===== src/tpc_pkg.sv =====
// Purpose: Constants shared by the PWM timer/counter block
// Assumes: 32-bit APB, byte addresses, one word per register
// Notes: Flag and mask registers share one bit layout
package tpc_pkg;
	// Register byte addresses
	localparam logic [7:0] TPC_ADDR_CONTROL = 8'h30;
	localparam logic [7:0] TPC_ADDR_COUNTER = 8'h34;
	localparam logic [7:0] TPC_ADDR_COMPARE_A = 8'h38;
	localparam logic [7:0] TPC_ADDR_TOP = 8'h3c;
	localparam logic [7:0] TPC_ADDR_STATUS = 8'h40;
	localparam logic [7:0] TPC_ADDR_MASK = 8'h44;
	localparam logic [7:0] TPC_ADDR_GLOBAL = 8'h48;
	localparam int TPC_ADDR_W = 8;

	// Control field positions
	localparam int TPC_CLEAR_ON_MATCH_BIT = 7;
	localparam int TPC_PWM_A_ENABLE_BIT = 6;
	localparam int TPC_MODE_HI_BIT = 5;
	localparam int TPC_MODE_LO_BIT = 4;
	localparam int TPC_CLKSEL_HI_BIT = 3;
	localparam int TPC_CLKSEL_LO_BIT = 0;

	// Status and mask field positions
	localparam int TPC_COMPARE_A_FLAG_BIT = 6;
	localparam int TPC_OVERFLOW_FLAG_BIT = 2;
	localparam int TPC_GLOBAL_ENABLE_BIT = 0;

	// Values after reset
	localparam logic [7:0] TPC_CONTROL_RST = 8'h00;
	localparam logic [7:0] TPC_COUNTER_RST = 8'h00;
	localparam logic [7:0] TPC_COMPARE_RST = 8'h00;
	localparam logic [7:0] TPC_TOP_RST = 8'hff;
	localparam logic [7:0] TPC_FLAGS_RST = 8'h00;

	// Counter landmarks
	localparam logic [7:0] TPC_COUNT_ZERO = 8'h00;
	localparam logic [7:0] TPC_COUNT_ONE = 8'h01;
	localparam logic [7:0] TPC_COUNT_FULL = 8'hff;

	// Clock selection codes
	localparam logic [3:0] TPC_CLKSEL_STOP = 4'h0;
	localparam logic [3:0] TPC_CLKSEL_FAST_LAST = 4'h4;
	localparam logic [3:0] TPC_CLKSEL_CORE_FIRST = 4'h5;
	localparam int TPC_CORE_DIV_W = 10;
	localparam int TPC_FAST_DIV_W = 3;

	// Rates
	localparam real TPC_CORE_MHZ = 25.0;
	localparam real TPC_FAST_MHZ = 25.6;

	// Compare output action codes
	typedef enum logic [1:0] {
		TPC_ACT_OFF = 2'b00,
		TPC_ACT_TOGGLE = 2'b01,
		TPC_ACT_CLEAR = 2'b10,
		TPC_ACT_SET = 2'b11
	} tpc_action_t;
endpackage


===== src/tpc_pwm_counter.sv =====
// Purpose: 8-bit timer/counter with compare channel A, PWM mode and prescaler
// Assumes: fast_periph_tick_in is a one-cycle strobe made on clk_sys_in
// Notes: Registers are reached over APB; one level interrupt output
//
// Overview of operation
// - PWM mode gives glitch-free 8-bit PWM
// - PWM counter runs 00 to top, restarts
// - Top match sets overflow flag, delayed
// - PWM pin action set by mode bits
// - PWM compare writes buffered until top
// - Compare readback returns buffered value
// - Compare at 00 or top holds pin
// - Interrupt needs flag, enable, global enable
// - PWM period is top plus one ticks
// - Clear on match resets counter after match, outside PWM mode
// - PWM enable resets counter after top
// - Normal mode match toggles, clears or sets
// - Clock select picks fast or core divider
// - Fast clock 25.6 MHz, synchronous timing
// - Flag cleared by ack, write one or status read
//
// The APB slave port is this design's own decision.
`timescale 1ns/10ps

module tpc_pwm_counter
	import tpc_pkg::*;
(
	// Clock and reset
	input wire logic clk_sys_in,
	input wire logic srst_in,
	// APB slave
	input wire logic psel_in,
	input wire logic penable_in,
	input wire logic pwrite_in,
	input wire logic [31:0] paddr_in,
	input wire logic [31:0] pwdata_in,
	input wire logic [3:0] pstrb_in,
	output logic pready_out,
	output logic pslverr_out,
	output logic [31:0] prdata_out,
	// Fast peripheral clock strobe
	input wire logic fast_periph_tick_in,
	// Interrupt vector taken
	input wire logic overflow_ack_in,
	input wire logic compare_a_ack_in,
	// Compare output pin and interrupt
	output logic compare_a_output_out,
	output logic compare_a_connected_out,
	output logic irq_out
);
	logic [7:0] control_q;
	logic [7:0] counter_value_q;
	logic [7:0] compare_a_q;
	logic [7:0] compare_buf_q;
	logic [7:0] top_value_q;
	logic [7:0] status_q;
	logic [7:0] mask_q;
	logic global_enable_q;
	logic [7:0] clear_pend_q;
	logic overflow_evt_q;
	logic compare_evt_q;
	logic pin_q;
	logic [TPC_CORE_DIV_W-1:0] core_div_q;
	logic [TPC_FAST_DIV_W-1:0] fast_div_q;
	logic [31:0] prdata_q;

	logic pwm_on;
	logic clear_on_match;
	logic [3:0] clk_sel;
	tpc_action_t action;
	logic timer_tick;
	logic at_top;
	logic at_compare;
	logic overflow_now;
	logic wr_acc;
	logic rd_acc;
	logic setup;
	logic mapped;
	logic [7:0] addr;
	logic [7:0] wbyte;

	// Low bits all ones: divider output lands on this cycle
	function automatic logic div_hit(input logic [TPC_CORE_DIV_W-1:0] cnt,
		input logic [3:0] log2_div);
		logic [TPC_CORE_DIV_W-1:0] msk;
		msk = TPC_CORE_DIV_W'((11'h001 << log2_div) - 11'h001);
		div_hit = (cnt & msk) == msk;
	endfunction

	function automatic logic addr_mapped(input logic [7:0] a);
		addr_mapped = (a == TPC_ADDR_CONTROL) || (a == TPC_ADDR_COUNTER) ||
			(a == TPC_ADDR_COMPARE_A) || (a == TPC_ADDR_TOP) ||
			(a == TPC_ADDR_STATUS) || (a == TPC_ADDR_MASK) ||
			(a == TPC_ADDR_GLOBAL);
	endfunction

	assign pwm_on = control_q[TPC_PWM_A_ENABLE_BIT];
	assign clear_on_match = control_q[TPC_CLEAR_ON_MATCH_BIT];
	assign clk_sel = control_q[TPC_CLKSEL_HI_BIT:TPC_CLKSEL_LO_BIT];
	assign action = tpc_action_t'(control_q[TPC_MODE_HI_BIT:TPC_MODE_LO_BIT]);

	assign addr = paddr_in[TPC_ADDR_W-1:0];
	assign mapped = (paddr_in[31:TPC_ADDR_W] == 24'h000000) && addr_mapped(addr);
	assign setup = psel_in && !penable_in;
	assign wr_acc = psel_in && penable_in && pwrite_in && mapped && pstrb_in[0];
	assign rd_acc = psel_in && penable_in && !pwrite_in && mapped;
	assign wbyte = pwdata_in[7:0];

	// APB answers in the access cycle with no wait states
	assign pready_out = psel_in && penable_in;
	assign pslverr_out = psel_in && penable_in && !mapped;
	assign prdata_out = prdata_q;

	// Prescalers run on core clock and on the fast strobe, both synchronous
	always_ff @(posedge clk_sys_in) begin
		if (srst_in) begin
			core_div_q <= '0;
			fast_div_q <= '0;
		end else begin
			core_div_q <= core_div_q + 1'b1;
			if (fast_periph_tick_in) begin
				fast_div_q <= fast_div_q + 1'b1;
			end
		end
	end

	// Timer tick from the selected source
	always_comb begin
		timer_tick = 1'b0;
		if (clk_sel == TPC_CLKSEL_STOP) begin
			timer_tick = 1'b0;
		end else if (clk_sel <= TPC_CLKSEL_FAST_LAST) begin
			timer_tick = fast_periph_tick_in &&
				div_hit(TPC_CORE_DIV_W'(fast_div_q), clk_sel - 4'h1);
		end else begin
			timer_tick = div_hit(core_div_q, clk_sel - TPC_CLKSEL_CORE_FIRST);
		end
	end

	assign at_top = counter_value_q == top_value_q;
	assign at_compare = counter_value_q == compare_a_q;
	assign overflow_now = timer_tick && (pwm_on ? at_top : counter_value_q == TPC_COUNT_FULL);

	// Control register
	always_ff @(posedge clk_sys_in) begin
		if (srst_in) begin
			control_q <= TPC_CONTROL_RST;
		end else if (wr_acc && addr == TPC_ADDR_CONTROL) begin
			control_q <= wbyte;
		end
	end

	// Top value register
	always_ff @(posedge clk_sys_in) begin
		if (srst_in) begin
			top_value_q <= TPC_TOP_RST;
		end else if (wr_acc && addr == TPC_ADDR_TOP) begin
			top_value_q <= wbyte;
		end
	end

	// Mask keeps only the two implemented flag positions
	always_ff @(posedge clk_sys_in) begin
		if (srst_in) begin
			mask_q <= TPC_FLAGS_RST;
		end else if (wr_acc && addr == TPC_ADDR_MASK) begin
			mask_q <= wbyte & ((8'h01 << TPC_COMPARE_A_FLAG_BIT) |
				(8'h01 << TPC_OVERFLOW_FLAG_BIT));
		end
	end

	// Global interrupt enable
	always_ff @(posedge clk_sys_in) begin
		if (srst_in) begin
			global_enable_q <= 1'b0;
		end else if (wr_acc && addr == TPC_ADDR_GLOBAL) begin
			global_enable_q <= wbyte[TPC_GLOBAL_ENABLE_BIT];
		end
	end

	// Counter: wraps at top in PWM mode, clears after match when asked outside PWM mode
	always_ff @(posedge clk_sys_in) begin
		if (srst_in) begin
			counter_value_q <= TPC_COUNTER_RST;
		end else if (wr_acc && addr == TPC_ADDR_COUNTER) begin
			counter_value_q <= wbyte;
		end else if (timer_tick) begin
			if (pwm_on && at_top) begin
				counter_value_q <= TPC_COUNT_ZERO;
			end else if (!pwm_on && clear_on_match && at_compare) begin
				counter_value_q <= TPC_COUNT_ZERO;
			end else begin
				counter_value_q <= counter_value_q + 8'h01;
			end
		end
	end

	// Compare A: buffered in PWM mode, latched at top
	always_ff @(posedge clk_sys_in) begin
		if (srst_in) begin
			compare_buf_q <= TPC_COMPARE_RST;
			compare_a_q <= TPC_COMPARE_RST;
		end else begin
			if (wr_acc && addr == TPC_ADDR_COMPARE_A) begin
				compare_buf_q <= wbyte;
			end
			if (wr_acc && addr == TPC_ADDR_COMPARE_A && !pwm_on) begin
				compare_a_q <= wbyte;
			end else if (pwm_on && timer_tick && at_top) begin
				compare_a_q <= compare_buf_q;
			end
		end
	end

	// Output pin action
	always_ff @(posedge clk_sys_in) begin
		if (srst_in) begin
			pin_q <= 1'b0;
		end else if (timer_tick) begin
			if (pwm_on) begin
				if (compare_a_q == TPC_COUNT_ZERO) begin
					pin_q <= (action == TPC_ACT_SET);
				end else if (compare_a_q == top_value_q) begin
					pin_q <= (action != TPC_ACT_SET);
				end else if (at_compare) begin
					pin_q <= (action == TPC_ACT_SET);
				end else if (counter_value_q == TPC_COUNT_ONE) begin
					pin_q <= (action != TPC_ACT_SET);
				end
			end else if (at_compare) begin
				case (action)
					TPC_ACT_TOGGLE: pin_q <= !pin_q;
					TPC_ACT_CLEAR: pin_q <= 1'b0;
					TPC_ACT_SET: pin_q <= 1'b1;
					default: pin_q <= pin_q;
				endcase
			end
		end
	end

	// Pin drives only when an action is chosen; port direction stays with software
	assign compare_a_output_out = pin_q;
	assign compare_a_connected_out = pwm_on ? action[1] : (action != TPC_ACT_OFF);

	// Events pass one synchronisation cycle before they set a flag
	always_ff @(posedge clk_sys_in) begin
		if (srst_in) begin
			overflow_evt_q <= 1'b0;
			compare_evt_q <= 1'b0;
		end else begin
			overflow_evt_q <= overflow_now;
			compare_evt_q <= timer_tick && at_compare;
		end
	end

	// Write-one clear takes effect one cycle later
	always_ff @(posedge clk_sys_in) begin
		if (srst_in) begin
			clear_pend_q <= TPC_FLAGS_RST;
		end else if (wr_acc && addr == TPC_ADDR_STATUS) begin
			clear_pend_q <= wbyte;
		end else begin
			clear_pend_q <= TPC_FLAGS_RST;
		end
	end

	// Sticky flags: set wins over every clear
	always_ff @(posedge clk_sys_in) begin
		if (srst_in) begin
			status_q <= TPC_FLAGS_RST;
		end else begin
			if (overflow_evt_q) begin
				status_q[TPC_OVERFLOW_FLAG_BIT] <= 1'b1;
			end else if (overflow_ack_in || clear_pend_q[TPC_OVERFLOW_FLAG_BIT] ||
				(rd_acc && addr == TPC_ADDR_STATUS)) begin
				status_q[TPC_OVERFLOW_FLAG_BIT] <= 1'b0;
			end
			if (compare_evt_q) begin
				status_q[TPC_COMPARE_A_FLAG_BIT] <= 1'b1;
			end else if (compare_a_ack_in || clear_pend_q[TPC_COMPARE_A_FLAG_BIT] ||
				(rd_acc && addr == TPC_ADDR_STATUS)) begin
				status_q[TPC_COMPARE_A_FLAG_BIT] <= 1'b0;
			end
		end
	end

	assign irq_out = global_enable_q && ((status_q & mask_q) != 8'h00);

	// Read data captured in the setup cycle
	always_ff @(posedge clk_sys_in) begin
		if (srst_in) begin
			prdata_q <= '0;
		end else if (setup) begin
			case (addr)
				TPC_ADDR_CONTROL: prdata_q <= {24'h000000, control_q};
				TPC_ADDR_COUNTER: prdata_q <= {24'h000000, counter_value_q};
				TPC_ADDR_COMPARE_A: prdata_q <= {24'h000000, compare_buf_q};
				TPC_ADDR_TOP: prdata_q <= {24'h000000, top_value_q};
				TPC_ADDR_STATUS: prdata_q <= {24'h000000, status_q};
				TPC_ADDR_MASK: prdata_q <= {24'h000000, mask_q};
				TPC_ADDR_GLOBAL: prdata_q <= {31'h00000000, global_enable_q};
				default: prdata_q <= '0;
			endcase
		end
	end
endmodule


===== config.mk =====
export PLATFORM = sky130hd
export DESIGN_NAME = tpc_pwm_counter
export DESIGN_NICKNAME = d
export VERILOG_FILES = /design/src/tpc_pkg.sv /design/src/tpc_pwm_counter.sv
export SDC_FILE = /design/constraint.sdc
export NUM_CORES = 1
export LEC_CHECK = 0
export CAP_MARGIN = 10
export CORE_ASPECT_RATIO = 1.4
export CORE_MARGIN = 2
export CORE_UTILIZATION = 58
export DETAILED_ROUTE_END_ITERATION = 16
export DONT_BUFFER_PORTS = 1
export GPL_TIMING_DRIVEN = 0
export PLACE_DENSITY_LB_ADDON = 0.08
export SETUP_SLACK_MARGIN = 0.02
export SYNTH_ARGS = -nofsm -noshare
export SYNTH_HDL_FRONTEND = slang
export SYNTH_SLANG_ARGS = --single-unit

===== constraint.sdc =====
create_clock -name clk_sys_in -period 2.6 [get_ports clk_sys_in]
set_input_delay 0.13 -clock clk_sys_in [delete_from_list [all_inputs] [get_ports clk_sys_in]]
set_output_delay 0.13 -clock clk_sys_in [all_outputs]
set_load 0.01 [all_outputs]

**Yosys cells after proc, flatten, opt, wreduce, memory -nomap -nowiden**

Cells that the tools add are included.

- Word-level logic and storage cells: 126
- Input port bits: 76
- Output and inout bits: 37
- Register bits: 100

- $add $sub $neg: 7
- Shifts and indexed selects: 2
- $lt $le $gt $ge: 1
- Equality and inequality tests: 18
- Reduce and logical (&&, ||, !) cells: 56
- Bitwise operators: 4
- Multiplexer cells: 22

Operator list:

| kind | count |
|---|---|
| 8-bit one-hot mux with 7 select lines | 1 |
| 8-bit two-way mux | 6 |
| 8-bit by 6-bit == test with 1-bit output, second input constant | 4 |
| 1-bit logical AND | 27 |
| 8-bit by 7-bit == test with 1-bit output, second input constant | 3 |
| 8-bit == test | 3 |
| 24-bit logical NOT | 1 |
| 10-bit == test | 2 |
| 1-bit by 4-bit << shifter with 10-bit output, first input constant | 2 |
| 10-bit by 1-bit subtractor with 10-bit output, second input constant | 2 |
| 1-bit two-way mux | 14 |
| 2-bit nonzero test | 6 |
| 10-bit by 1-bit adder with 10-bit output, second input constant | 1 |
| 10-bit AND | 1 |
| 3-bit by 10-bit AND with 10-bit output | 1 |
| 1-bit logical OR | 10 |
| 8-bit by 1-bit adder with 8-bit output, second input constant | 1 |
| 8-bit by 1-bit == test with 1-bit output, second input constant | 1 |
| 8-bit == test, second input constant | 1 |
| 8-bit logical NOT | 1 |
| 4-bit nonzero test | 2 |
| 8-bit nonzero test | 1 |
| 7-bit AND | 1 |
| 1-bit logical NOT | 5 |
| other kinds (12) | 13 |

**Depth between registers and ports, before layout**

- Word-level depth: 13
- Depth in mapped cells: 13
- Depth with buffers taken out: 10

**Least setup slack after synthesis**

Ideal clock, no wire load.

- Path kind: reg-to-reg
- Start: register control_q[1]
- End: register compare_a_q[1]
- Data arrival time: 2699 ps
- Cell stages (with the launch flop): 14
- Buffers on the path: 3
- Setup time: 119 ps
- Slack: -218 ps
- Cell sequence: dfxtp_1 -> buf_6 -> buf_6 -> nor2b_1 -> nand2_1 -> ha_1 -> inv_2 -> a2111oi_4 -> a2111oi_1 -> nor3_2 -> a21oi_2 -> or4_1 -> buf_2 -> o221a_1

- Cells in the longest elaborated chain, start to end: 11
- Elaborated cells on any way between the ends: 18
- Classes of those cells: 4 x add/sub; 1 x order compare; 2 x eq/ne; 2 x shift; 2 x mux; 2 x bitwise; 5 x reduce/logical

RTL lines:

| item | RTL line | RTL |
|---|---|---|
| start: declaration | tpc_pwm_counter.sv:51 | `logic [7:0] control_q;` |
| start signal: assignment | tpc_pwm_counter.sv:149 | `control_q <= wbyte;` |
| 4-bit by 1-bit subtractor with 4-bit output | tpc_pwm_counter.sv:134 | `div_hit(TPC_CORE_DIV_W'(fast_div_q), clk_sel - 4'h1);` |
| 1-bit by 4-bit << shifter with 10-bit output | tpc_pwm_counter.sv:86 | `msk = TPC_CORE_DIV_W'((11'h001 << log2_div) - 11'h001);` |
| 10-bit by 1-bit subtractor with 10-bit output | tpc_pwm_counter.sv:86 |  |
| 3-bit by 10-bit AND with 10-bit output | tpc_pwm_counter.sv:87 | `div_hit = (cnt & msk) == msk;` |
| 10-bit == test | tpc_pwm_counter.sv:87 |  |
| 1-bit logical AND | tpc_pwm_counter.sv:133 | `timer_tick = fast_periph_tick_in &&` |
| 1-bit two-way mux | tpc_pwm_counter.sv:132 | `end else if (clk_sel <= TPC_CLKSEL_FAST_LAST) begin` |
| 1-bit two-way mux * | tpc_pwm_counter.sv:130 | `if (clk_sel == TPC_CLKSEL_STOP) begin` |
| 1-bit logical AND * (2 in series) | tpc_pwm_counter.sv:209 | `end else if (pwm_on && timer_tick && at_top) begin` |
| 2-bit nonzero test (no source line) * | - |  |
| end signal: assignment | tpc_pwm_counter.sv:208 | `compare_a_q <= wbyte;` |
| end signal: assignment | tpc_pwm_counter.sv:210 | `compare_a_q <= compare_buf_q;` |
| end: declaration | tpc_pwm_counter.sv:53 | `logic [7:0] compare_a_q;` |

Mark *: on every way between the ends. The rest lies on a longest branch, timed or not.
A chain may end at the register's enable or synchronous reset.

**Final worst setup path**

- Start: register control_q[3]
- End: register compare_a_q[6]

Same word-level chain as after synthesis.

==> results.toml <==
[routing]
drc_errors = 0
avgViaCountPerCell = 6.178
vias = 4306
ant_nets = 0
first_pass_iters = 7
wire_per_inst_um = 19.59
drt_iter0_markers = 254
drt-total-wl_mm = 13.66

[cts]
cts_tree = "done"
cts_buffers = 9
h-tree-depth = 3
clkSinkCount = 71
clk_pin_slew_ns = 0.08
clock_path_buffers = 2
clk-insertion-delay-late_ns = 0.36
clock-root-buffer = "clkbuf_8"

[critical_path]
worstSetupEndpointType = "register"
cp.required_ns = 2.85
worstSetupStartpoint = "control_q[3]"
critPathLaunchType = "register"
critPathKind = "reg2reg"
rr_startpoint = "control_q[3]"
path_max_fanout = 8
arrival_ns = 2.87

[pwr]
swShare_pct = 23.35
vdd_drop_max_mv = 0.2526
intPower_uw = 1758
p_comb_share_pct = 6.7
total_power_uw = 2293
p_per_area_nw_per_um2 = 445.0
p_leak_uw = 0.002051
p_seq_share_pct = 48.8
pwr-share-clk_pct = 44.4
switchingPower_uw = 535.3

[hold_path]
min_path_type = "in2reg"
worstHoldStart = "pwdata_in[5]"

[layout]
final_nets = 679
final_cell_mix = "74 x nor2_1, 67 x dfxtp_1, 43 x nand2_1, 37 x buf_4, 28 x nand3_1"
drive_gt1_share_pct = 15.67
fillers = 636
layout.cells.non_filler = 697
ff_latch_area_um2 = 1426
final_common_cell = "nor2_1"
multiInputGateArea_um2 = 2774
syn2layout_area_growth_pct = 16.86
fin_area_um2 = 5152
n_antenna_cell = 0

[placement]
io_buffers = 0
finalWeightedCongestion = 0.9068
place_inst = 661
dp_hpwl_mm = 9.764
dpl_cell_area_um2 = 4667

[floorplanning]
die_w_um = 77.69
ioPinCount = 113
rows = 37
dieArea_um2 = 8326
core_um2 = 7361
die_y_um = 107.2
initial_core_util_pct = 59.90

[sta]
finalCritPeriodShare_pct = 100.9
fin_worst_skew_ns = 0.009707
finalCriticalPeriod_ns = 2.623
fmax_ghz = 0.3812
drv_slew = 0
worst_slew_pin_slew_ns = 0.8758
setup_viol = 8
hold_viol = 0
fin_ws_ns = -0.02324
rsz0062_at_grt = "true"
slew_headroom_pct = 41.07
holdWs_ns = 0.02828

[logic_synthesis]
synth_top_flop_cell = "dfxtp_1"
synthArstFlopShare_pct = 0
syn_avg_cell_area_um2 = 8.150
syn-cell-area_um2 = 4409
synth_warnings = 0
ys_ff_latch = 71
ys_seq_area_share_pct = 32.24
synth_cell_type_count = 67
synth_edf_count = 0
synth_cells = 541

[run_status]
violations = "negative setup slack"
status = "complete, but fails checks"

[job]
drv_cap = 0

[global_route]
grt_pass1_vias = 4210
grt_max_degree = 13
grt_first_pass_wirelength_mm = 21.36
antenna_found_initial = 0
grt-ovfl-total = 0
grtUsageTotal_pct = 33.26
==> power groups by stage <==
stage	clock [µW]	combinational (µW)	sequential [µW]
floorplan	0	107	1140
global placement	0	127	1140
detailed placement	0	129	1140
CTS	1030	151	1120
global route	1080	168	1120
finish	1020	154	1120
==> metrics by stage <==
step	setup TNS [ns]	util [%]	worst slack, ns
6_report	-0.1178	70.00	-0.02324
5_1_grt	-0.7630	70.00	-0.1129
4_1_cts	-1.101	69.78	-0.1021
3_5_place_dp	-4.840	63.40	-0.3526
3_3_place_gp	-4.005	63.40	-0.2822
2_1_floorplan	-0.2142	-	-0.02678
==> final timing paths <==
check                       end  slack [ns]  cells past startpoint
min          counter_value_q[5]        0.03                      3
max              compare_a_q[6]       -0.02                     10
max reg2reg      compare_a_q[6]       -0.02                     10
min reg2reg         status_q[2]        0.44                      2
==> worst max-delay path: stages (launching register included) <==
cell and delay, ns:
dfxtp_2 0.35, and2b_2 0.25, nand2_2 0.09, ha_4 0.18
inv_4 0.06, a2111oi_4 0.30, a2111oi_2 0.08, nor3_2 0.30
a21oi_4 0.13, or4_4 0.50, o221a_1 0.27
==> layer usage <==
metal	vias to the layer above	routed length (µm)	global-route usage, %
met5	-	0	0
li1	2009	-	-
met4	0	733	22.32
met3	52	894	6.902
met1	2025	5081	36.16
met2	220	6946	57.51
==> cell families (layout without fill, tap and decap cells) <==
family                     after synthesis  after routing  synth area share, %
muxes                                   23             23                5.250
and+or+nand+nor                        224            224                25.11
other                                    1             24              0.08505
buffers and inverters                   74            110                9.478
adders and majority gates                9              9                2.497
xor gates and xnor gates                36             36                7.151
DFF                                     71             71                32.24
AOI/OAI and AO/OA                      103            103                18.19
==> state kept, by name (all words and copies together) (netlist names) <==
| signal | cells |
|---|---|
| core_div_q | 10 |
| compare_a_q | 8 |
| compare_buf_q | 8 |
| control_q | 8 |
| counter_value_q | 8 |
| prdata_out | 8 |
| top_value_q | 8 |
| fast_div_q | 3 |
| clear_pend_q | 2 |
| mask_q | 2 |
| status_q | 2 |
| compare_a_output_out | 1 |
| compare_evt_q | 1 |
| global_enable_q | 1 |
| overflow_evt_q | 1 |
==> what timing repair did <==
item	in CTS	in global routing
endpoints found under the setup margin	19	19
buffers inserted	10	4
hold buffers	10	0
pin swaps	9	8
endpoints found under the hold margin	32	0
resized for setup	17	9
==> Yosys cell counts (3+ instances only) <==
cell type	number	area, µm²
a211oi_1	8	60.06
a21oi_1	16	80.08
a222oi_1	7	70.07
a22oi_1	9	67.56
a31oi_1	5	31.28
and2_1	3	18.77
and3_1	9	56.30
and4_1	3	26.28
buf_2	8	40.04
buf_4	24	180.2
buf_6	5	56.30
clkbuf_1	21	78.83
dfxtp_1	71	1421
ha_1	8	100.1
inv_1	12	45.04
mux2i_1	22	220.2
nand2_1	45	168.9
nand2b_1	6	37.54
nand3_1	28	140.1
nand3b_1	4	30.03
nand4_1	3	18.77
nand4b_1	4	35.03
nor2_1	75	281.5
nor2b_1	8	50.05
nor3_1	7	35.03
nor4_1	15	93.84
o211ai_1	7	52.55
o21ai_0	13	65.06
o21ai_1	3	15.01
o221a_1	8	90.09
o22ai_1	3	18.77
o32ai_1	3	26.28
or3_1	3	18.77
xnor2_1	13	113.9
xor2_1	23	201.4
==> layout make-up <==
cell class	count	share of cell area, %
well taps	97	2.356
repair buffers	24	4.055
inverters	14	1.117
clock inverters	5	1.530
multi-input cells	419	53.84
flip-flops and latches	71	27.68
plain buffers	56	6.484
clock buffers	11	2.938
No activity file was read; power rests on OpenSTA's default activity.
